<file path="config.mk">
export PLATFORM = sky130hd
export DESIGN_NAME = scir_regs
export DESIGN_NICKNAME = d
export VERILOG_FILES = /design/src/core/scir_pkg.sv /design/src/core/scir_regs.sv
export SDC_FILE = /design/constraint.sdc
export NUM_CORES = 1
export LEC_CHECK = 0
export ABC_AREA = 1
export BUFFER_PORTS_ARGS = -buffer_cell sky130_fd_sc_hd__buf_2
export CORE_ASPECT_RATIO = 1.5
export CORE_MARGIN = 1
export CORE_UTILIZATION = 50
export CTS_CLUSTER_DIAMETER = 50
export CTS_CLUSTER_SIZE = 24
export DETAILED_ROUTE_END_ITERATION = 12
export PLACE_DENSITY_LB_ADDON = 0.12
export SETUP_SLACK_MARGIN = 0.02
export SLEW_MARGIN = 15
export SYNTH_ARGS = -nofsm -noshare
export SYNTH_HDL_FRONTEND = slang
export SYNTH_SLANG_ARGS = --single-unit
</file>
<file path="constraint.sdc">
create_clock -name ref_clk -period 1.7 [get_ports ref_clk]
set_input_delay 0.34 -clock ref_clk [delete_from_list [all_inputs] [get_ports ref_clk]]
set_output_delay 0.34 -clock ref_clk [all_outputs]
set_load 0.02 [all_outputs]
</file>
<file path="src/core/scir_pkg.sv">
// Package for the strap capture and serial number readback registers
package scir_pkg;

    // Register offsets (byte-wide registers on the serial register port)
    localparam logic [7:0] SCIR_OFS_SN_BY1 = 8'h06;
    localparam logic [7:0] SCIR_OFS_SN_BY0 = 8'h07;
    localparam logic [7:0] SCIR_OFS_SOFT_RB = 8'h08;
    localparam logic [7:0] SCIR_OFS_HARD_RB = 8'h09;

    // Field positions
    localparam int SCIR_SEL_BIT = 7;
    localparam int SCIR_SOFT_LSB = 4;
    localparam int SCIR_HARD_LSB = 2;

    // Reset values
    localparam logic [7:0] SCIR_RB_RST = 8'h00;
    localparam logic [15:0] SCIR_SN_RST = 16'h0000;

    // Three-level pin states as sampled by the pad detector
    typedef enum logic [1:0]
    {
        SCIR_LVL_LOW = 2'b00,
        SCIR_LVL_FLOAT = 2'b01,
        SCIR_LVL_HIGH = 2'b10
    } scir_level_t;

    // Soft-mode code values
    localparam logic [2:0] SCIR_CODE_LL = 3'h0;
    localparam logic [2:0] SCIR_CODE_LF = 3'h1;
    localparam logic [2:0] SCIR_CODE_LH = 3'h2;
    localparam logic [2:0] SCIR_CODE_HL = 3'h3;
    localparam logic [2:0] SCIR_CODE_HF = 3'h4;
    localparam logic [2:0] SCIR_CODE_HH = 3'h5;

    // Strap pins as presented by the pads
    typedef struct packed
    {
        logic strap_select_pin;
        scir_level_t gpio3_level;
        scir_level_t gpio2_level;
        logic [5:0] gpio_binary;
    } scir_straps_t;

    // Register read and write request
    typedef struct packed
    {
        logic rd_en;
        logic wr_en;
        logic [7:0] addr;
        logic [7:0] wdata;
    } scir_req_t;

endpackage : scir_pkg

</file>
<file path="src/core/scir_regs.sv">
// Strap capture and per-device serial number readback register group
// Notes on behaviour
// - Straps are captured when reset releases and held until next reset.
// - Soft readback bit 7 holds captured strap select; 1 is hard mode.
// - Soft mode: bits 6:4 encode GPIO3/GPIO2 three-level pair as codes 0 to 5.
// - In hard mode the soft three-level field reads zero.
// - Hard mode: hard readback bits 7:2 equal captured GPIO5:0 pattern.
// - In soft mode the hard six-bit field reads zero.
// - A read-only byte returns serial number bits 15:8 from non-volatile memory.
// - A read-only byte returns serial number bits 7:0 from non-volatile memory.
// - Serial bytes are always loaded from non-volatile memory, never user writable.
`timescale 1ns/1ps

module scir_regs
#(
    // Serial number bits held here; two readback bytes carry all of them
    parameter int SERIAL_W = 16,
    // Binary strap pins captured in hard mode
    parameter int HARD_W = 6,
    // Width of the soft-mode three-level code
    parameter int SOFT_W = 3
)
(
    // Clock and reset
    input wire logic ref_clk,
    input wire logic nrst,
    // Strap pins
    input wire scir_pkg::scir_straps_t straps,
    // Non-volatile memory load of serial number
    input wire logic nvm_load_valid,
    input wire logic [15:0] nvm_serial,
    // Serial register port
    input wire scir_pkg::scir_req_t req,
    output logic [7:0] rd_data,
    output logic rd_valid,
    // Captured strap select for the rest of the device
    output logic strap_select_captured
);
    import scir_pkg::*;

    // Timing of this group, for whoever wires it in:
    // an edge that sees nrst low arms the capture and clears every register;
    // the first edge that sees nrst high takes the strap pins, and only that one;
    // a read taken at that same edge still answers with the reset values,
    // so a host should wait one more cycle before reading the readback bytes;
    // every read taken on an edge is answered at the next edge, for one cycle;
    // the serial number reads zero until the memory has handed it over;
    // writes are accepted on the port but decoded nowhere, so they change nothing;
    // pins may move freely after capture without disturbing what reads back.

    // Refused sizes: ports and byte map are fixed, so other widths cannot be served
    // Serial number must fill exactly two readback bytes
    if (SERIAL_W != 16)
    begin : g_bad_serial_w
        $error("scir_regs: SERIAL_W must be 16");
    end
    // Hard field must fill bits 7:2 of its readback byte
    if (HARD_W != 6)
    begin : g_bad_hard_w
        $error("scir_regs: HARD_W must be 6");
    end
    // Soft code must fill bits 6:4 of its readback byte
    if (SOFT_W != 3)
    begin : g_bad_soft_w
        $error("scir_regs: SOFT_W must be 3");
    end

    // Capture sequencer states: armed by reset, held after the single capture
    typedef enum logic [0:0]
    {
        SCIR_CAP_ARMED = 1'b0,
        SCIR_CAP_HELD = 1'b1
    } scir_cap_state_t;

    // Three-level pair to code; a floating GPIO3 counts as low, a free choice
    function automatic logic [2:0] soft_code(input scir_level_t g3, input scir_level_t g2);
        logic [2:0] base;
        logic [2:0] code;
        base = (g3 == SCIR_LVL_HIGH) ? SCIR_CODE_HL : SCIR_CODE_LL;
        case (g2)
            SCIR_LVL_LOW: code = base;
            SCIR_LVL_FLOAT: code = base + 3'h1;
            SCIR_LVL_HIGH: code = base + 3'h2;
            default: code = base;
        endcase
        return code;
    endfunction : soft_code

    // Address decode for the host port; unmapped offsets read as zero
    function automatic logic [7:0] read_lookup(
        input logic [7:0] addr,
        input logic [7:0] sn_hi,
        input logic [7:0] sn_lo,
        input logic [7:0] soft_rb,
        input logic [7:0] hard_rb
    );
        logic [7:0] data;
        case (addr)
            SCIR_OFS_SN_BY1: data = sn_hi;
            SCIR_OFS_SN_BY0: data = sn_lo;
            SCIR_OFS_SOFT_RB: data = soft_rb;
            SCIR_OFS_HARD_RB: data = hard_rb;
            default: data = 8'h00;
        endcase
        return data;
    endfunction : read_lookup

    // Strap pins by name
    logic pin_select;
    scir_level_t pin_gpio3;
    scir_level_t pin_gpio2;
    logic [5:0] pin_binary;
    assign pin_select = straps.strap_select_pin;
    assign pin_gpio3 = straps.gpio3_level;
    assign pin_gpio2 = straps.gpio2_level;
    assign pin_binary = straps.gpio_binary;

    // Capture state
    scir_cap_state_t cap_state_r;
    scir_cap_state_t cap_state_nxt;
    logic sel_r;
    logic sel_nxt;
    logic [SOFT_W-1:0] soft_strap_code_r;
    logic [SOFT_W-1:0] soft_strap_code_nxt;
    logic [HARD_W-1:0] hard_strap_pattern_r;
    logic [HARD_W-1:0] hard_strap_pattern_nxt;

    // Pin levels already gated by the strap select, ready to be captured
    logic [SOFT_W-1:0] soft_gated;
    logic [HARD_W-1:0] hard_gated;

    // Next value of the outward select copy
    logic strap_select_captured_nxt;

    // Serial number state
    logic [SERIAL_W-1:0] serial_r;
    logic [SERIAL_W-1:0] serial_nxt;
    logic [7:0] serial_byte [SERIAL_W/8];

    // Read path
    logic [7:0] soft_rb_byte;
    logic [7:0] hard_rb_byte;
    logic [7:0] rd_data_nxt;
    logic rd_valid_nxt;

    // Soft code is forced to zero in hard mode so a stale pair cannot leak out
    assign soft_gated = pin_select ? SCIR_CODE_LL :
        soft_code(pin_gpio3, pin_gpio2);

    // One gate per binary strap pin; soft mode forces the whole field to zero
    for (genvar b = 0; b < HARD_W; b++)
    begin : g_hard_bit
        assign hard_gated[b] = pin_select & pin_binary[b];
    end

    // Next capture state: take the gated pins once, on the first edge out of reset
    always_comb
    begin
        cap_state_nxt = cap_state_r;
        sel_nxt = sel_r;
        soft_strap_code_nxt = soft_strap_code_r;
        hard_strap_pattern_nxt = hard_strap_pattern_r;
        case (cap_state_r)
            SCIR_CAP_ARMED:
            begin
                sel_nxt = pin_select;
                soft_strap_code_nxt = soft_gated;
                hard_strap_pattern_nxt = hard_gated;
                cap_state_nxt = SCIR_CAP_HELD;
            end
            SCIR_CAP_HELD:
            begin
                // Pins may move freely now; nothing follows them until the next reset
                cap_state_nxt = SCIR_CAP_HELD;
            end
            default:
            begin
                cap_state_nxt = SCIR_CAP_HELD;
            end
        endcase
    end

    // Capture registers; the reset branch loads constants only
    always_ff @(posedge ref_clk)
    begin
        if (!nrst)
        begin
            cap_state_r <= SCIR_CAP_ARMED;
            sel_r <= SCIR_RB_RST[SCIR_SEL_BIT];
            soft_strap_code_r <= SCIR_RB_RST[SCIR_SOFT_LSB +: SOFT_W];
            hard_strap_pattern_r <= SCIR_RB_RST[SCIR_HARD_LSB +: HARD_W];
        end
        else
        begin
            cap_state_r <= cap_state_nxt;
            sel_r <= sel_nxt;
            soft_strap_code_r <= soft_strap_code_nxt;
            hard_strap_pattern_r <= hard_strap_pattern_nxt;
        end
    end

    // Outward copy of the captured select; its own flop keeps the port glitch free
    always_comb
    begin
        strap_select_captured_nxt = strap_select_captured;
        if (cap_state_r == SCIR_CAP_ARMED)
        begin
            strap_select_captured_nxt = pin_select;
        end
    end

    // Outward select register
    always_ff @(posedge ref_clk)
    begin
        if (!nrst)
        begin
            strap_select_captured <= SCIR_RB_RST[SCIR_SEL_BIT];
        end
        else
        begin
            strap_select_captured <= strap_select_captured_nxt;
        end
    end

    // Serial number only ever comes from the memory load; the host has no path in
    always_comb
    begin
        serial_nxt = serial_r;
        if (nvm_load_valid)
        begin
            serial_nxt = nvm_serial;
        end
    end

    // Serial register; reads before the load see zero, which users must allow for
    always_ff @(posedge ref_clk)
    begin
        if (!nrst)
        begin
            serial_r <= SCIR_SN_RST;
        end
        else
        begin
            serial_r <= serial_nxt;
        end
    end

    // Serial number split into readback bytes, byte 1 the most significant
    for (genvar k = 0; k < SERIAL_W / 8; k++)
    begin : g_serial_byte
        assign serial_byte[k] = serial_r[8 * k +: 8];
    end

    // Readback bytes with reserved positions tied to zero
    assign soft_rb_byte = {sel_r, soft_strap_code_r, 4'h0};
    assign hard_rb_byte = {hard_strap_pattern_r, 2'h0};

    // Read data; writes are never decoded, so wr_en and wdata reach no register
    always_comb
    begin
        rd_data_nxt = 8'h00;
        if (req.rd_en)
        begin
            rd_data_nxt = read_lookup(req.addr, serial_byte[1], serial_byte[0], soft_rb_byte,
                hard_rb_byte);
        end
    end

    // Read data register; zero whenever no read was taken
    always_ff @(posedge ref_clk)
    begin
        if (!nrst)
        begin
            rd_data <= 8'h00;
        end
        else
        begin
            rd_data <= rd_data_nxt;
        end
    end

    // Answer strobe; every read is answered, mapped or not, one cycle later
    always_comb
    begin
        rd_valid_nxt = 1'b0;
        if (req.rd_en)
        begin
            rd_valid_nxt = 1'b1;
        end
    end

    // Answer strobe register; it stands for exactly one cycle per read
    always_ff @(posedge ref_clk)
    begin
        if (!nrst)
        begin
            rd_valid <= 1'b0;
        end
        else
        begin
            rd_valid <= rd_valid_nxt;
        end
    end

endmodule : scir_regs

</file>
==> results.toml <==
[floorplanning]
dieArea_um2 = 3400
die_w_um = 48.0
io_pins = 58
rows = 24
core_area_um2 = 2970
die_y_um = 70.9
initial_core_util_pct = 53.3

[sta]
tns_ns = 0
setup_violations = 0
maxSlewHeadroom_pct = 76.3
period_minus_slack_ns = 1.17
timing.hold.ws_ns = 0.280
hold_violations = 0
max_freq_ghz = 0.855
timing.final.crit_share_pct = 68.8
skew_ns = 0.00189
maxSlewViolCount = 0
tightestPinTransition_ns = 0.355
rsz0062_at_grt = "false"

[critical_path]
critPathCapture = "strap_select_captured"
crit_family = "flip-flops"
end_kind = "primary output"
slowest_delay_ns = 0.37
rr_startpoint = "cap_state_r"
crit_path_start_kind = "flop"
critPathSlowestCell = "dfxtp_1"
required_ns = 1.36
path_depth = 1
cp_cell_sequence = "buf_2"
rr_endpoint = "hard_strap_pattern_r[2]"
crit_buf_inv = 1
worstPathMaxFanout = 3
criticalPathCategory = "flop to primary output"
r2r_cells = 3
regToRegSetupSlack_ns = 0.60
worstPathArrival_ns = 0.83
cp-startpoint = "strap_select_captured"

[yosys]
yosysTopAreaCell = "dfxtp_1"
synth.top_cell.area_share_pct = 45.5
yosysUniqueCellTypes = 22
ys_warn_count = 0
syn-cell-area_um2 = 1580
avgSynthCellArea_um2 = 7.30
syn-num-nets = 267
yosys-top-cells-area = "dfxtp_1 (45%), nand2_1 (11%), nor2_1 (10%), nand3_1 (4.7%), o21ai_0 (4.7%)"
ys_ff_latch = 36
synthCells = 217
ys_seq_area_share_pct = 45.5

[placement]
hpwl_um = 2420
gp_congestion = 0.818
port_buffers = 48

[clocking]
cts_sinks = 36
post_cts_buffers = 0
htree_num_levels = 2
cts_buffer_depth = 2
cts_made_buffers = 5
clkTransAtPathRegs_ns = 0.07
cts_root_buffer = "clkbuf_8"
clock_latency_ns = 0.28
cts_tree = "yes"
ctsHoldBuffers = 0
cts_resized = 0

[detailed_routing]
wirelength_um = 3180
vias = 1456
ant_nets = 0
dr.first_iter.drc_count = 37
drcViolationCount = 0
first_pass_iters = 4
wl_per_cell_um = 10.4
routed_via_density = 4.74

[cells_and_area]
drive_gt1_share_pct = 26.9
post-route-util_pct = 64.9
antennaDiodeCount = 0
area_growth_syn_to_layout_pct = 21.7
finalNetCount = 318
fillers = 310

[global_route]
grt_max_degree = 21
antenna_found_initial = 0
overflow = 0
grt_pass1_wl_um = 5480
grt_pass1_vias = 1414
grt_util_all_layers_pct = 22.0

[min_path]
worstHoldPathType = "primary input to flop"

[pwr]
power_density_nw_per_um2 = 850
power.leakage_uw = 0.000966
ir_worst_vdd_mv = 0.642
total_power_uw = 1640

[run]
drv_cap = 0

[run_status]
outcome = "completed"
stage by stage:
stage	setup WS, ns	cell area, um2	cells
2_1_floorplan	0.649	1580	217
3_3_place_gp	0.454	1850	300
3_5_place_dp	0.452	1850	300
4_1_cts	0.530	1930	307
5_1_grt	0.456	1930	307
6_report	0.530	1930	307
cell usage after synthesis:
| cell type | n |
|---|---|
| o21ai_1 | 5 |
| nand3_1 | 15 |
| ha_1 | 2 |
| buf_8 | 1 |
| inv_2 | 2 |
| nor2_4 | 1 |
| nor2_1 | 44 |
| a21oi_1 | 12 |
| nor2_2 | 4 |
| buf_2 | 3 |
| inv_1 | 15 |
| o21ai_0 | 15 |
| inv_6 | 1 |
| clkbuf_1 | 2 |
| clkinv_1 | 2 |
| o2111ai_1 | 1 |
| nand2_4 | 2 |
| nand3_2 | 2 |
| nor2_8 | 2 |
| dfxtp_1 | 36 |
| nand2_1 | 48 |
| nand2_2 | 2 |
metal layers:
metal	up-vias	track usage (%)	routed length, um
li1	780	-	-
met1	629	25.2	1390
met2	41	38.3	1610
met3	6	5.36	135
met4	0	6.48	51
met5	-	0	0
area by class of cell:
type / count / area, um2 / area share [%]
clock buffers: 6 / 72.6 / 3.76
clock inverters: 1 / 5.00 / 0.260
inverters: 20 / 80.1 / 4.15
multi-input cells: 155 / 746 / 38.7
flip-flops and latches: 36 / 721 / 37.4
well taps: 39 / 48.8 / 2.53
repair buffers: 50 / 255 / 13.2
cell usage in the layout (no fill, tap or decap), drive strengths merged:
master,Yosys,final
ha,2,2
o2111ai,1,1
a21oi,12,12
nand3,17,17
nor2,51,51
buf,4,50
dfxtp,36,36
clkbuf,2,6
inv,18,18
clkinv,2,3
nand2,52,52
o21ai,20,20
registers in the layout, summed over array words and instances (netlist names):
| name | flops |
|---|---|
| cap_state_r | 1 |
| hard_strap_pattern_r | 6 |
| rd_data | 8 |
| rd_valid | 1 |
| serial_r | 16 |
| soft_strap_code_r | 3 |
| strap_select_captured | 1 |
worst min path at each step:
stage / start / endpoint / slack, ns / cells after the start
floorplan: nrst / cap_state_r / 0.37 / 0
global placement: hard_strap_pattern_r[2] / hard_strap_pattern_r[2] / 0.45 / 2
detailed placement: hard_strap_pattern_r[3] / hard_strap_pattern_r[3] / 0.46 / 2
CTS: nvm_serial[0] / serial_r[0] / 0.28 / 3
global route: nvm_serial[5] / serial_r[5] / 0.29 / 3
finish: nvm_serial[3] / serial_r[3] / 0.28 / 3
power breakdown:
group	switching [uW]	internal [uW]
Combinational	100	72.5
Sequential	23.4	882
Clock	283	278
logic make-up (layout without fill, tap and decap cells):
kind of cell    after synthesis  after routing  share of synthesized area, %
buf+inv                      26             77                          7.42
fa+ha+maj                     2              2                          1.58
flops                        36             36                          45.5
compound gates               33             33                          10.7
simple gates                120            120                          34.8
No activity file was read; power rests on OpenSTA's default activity.
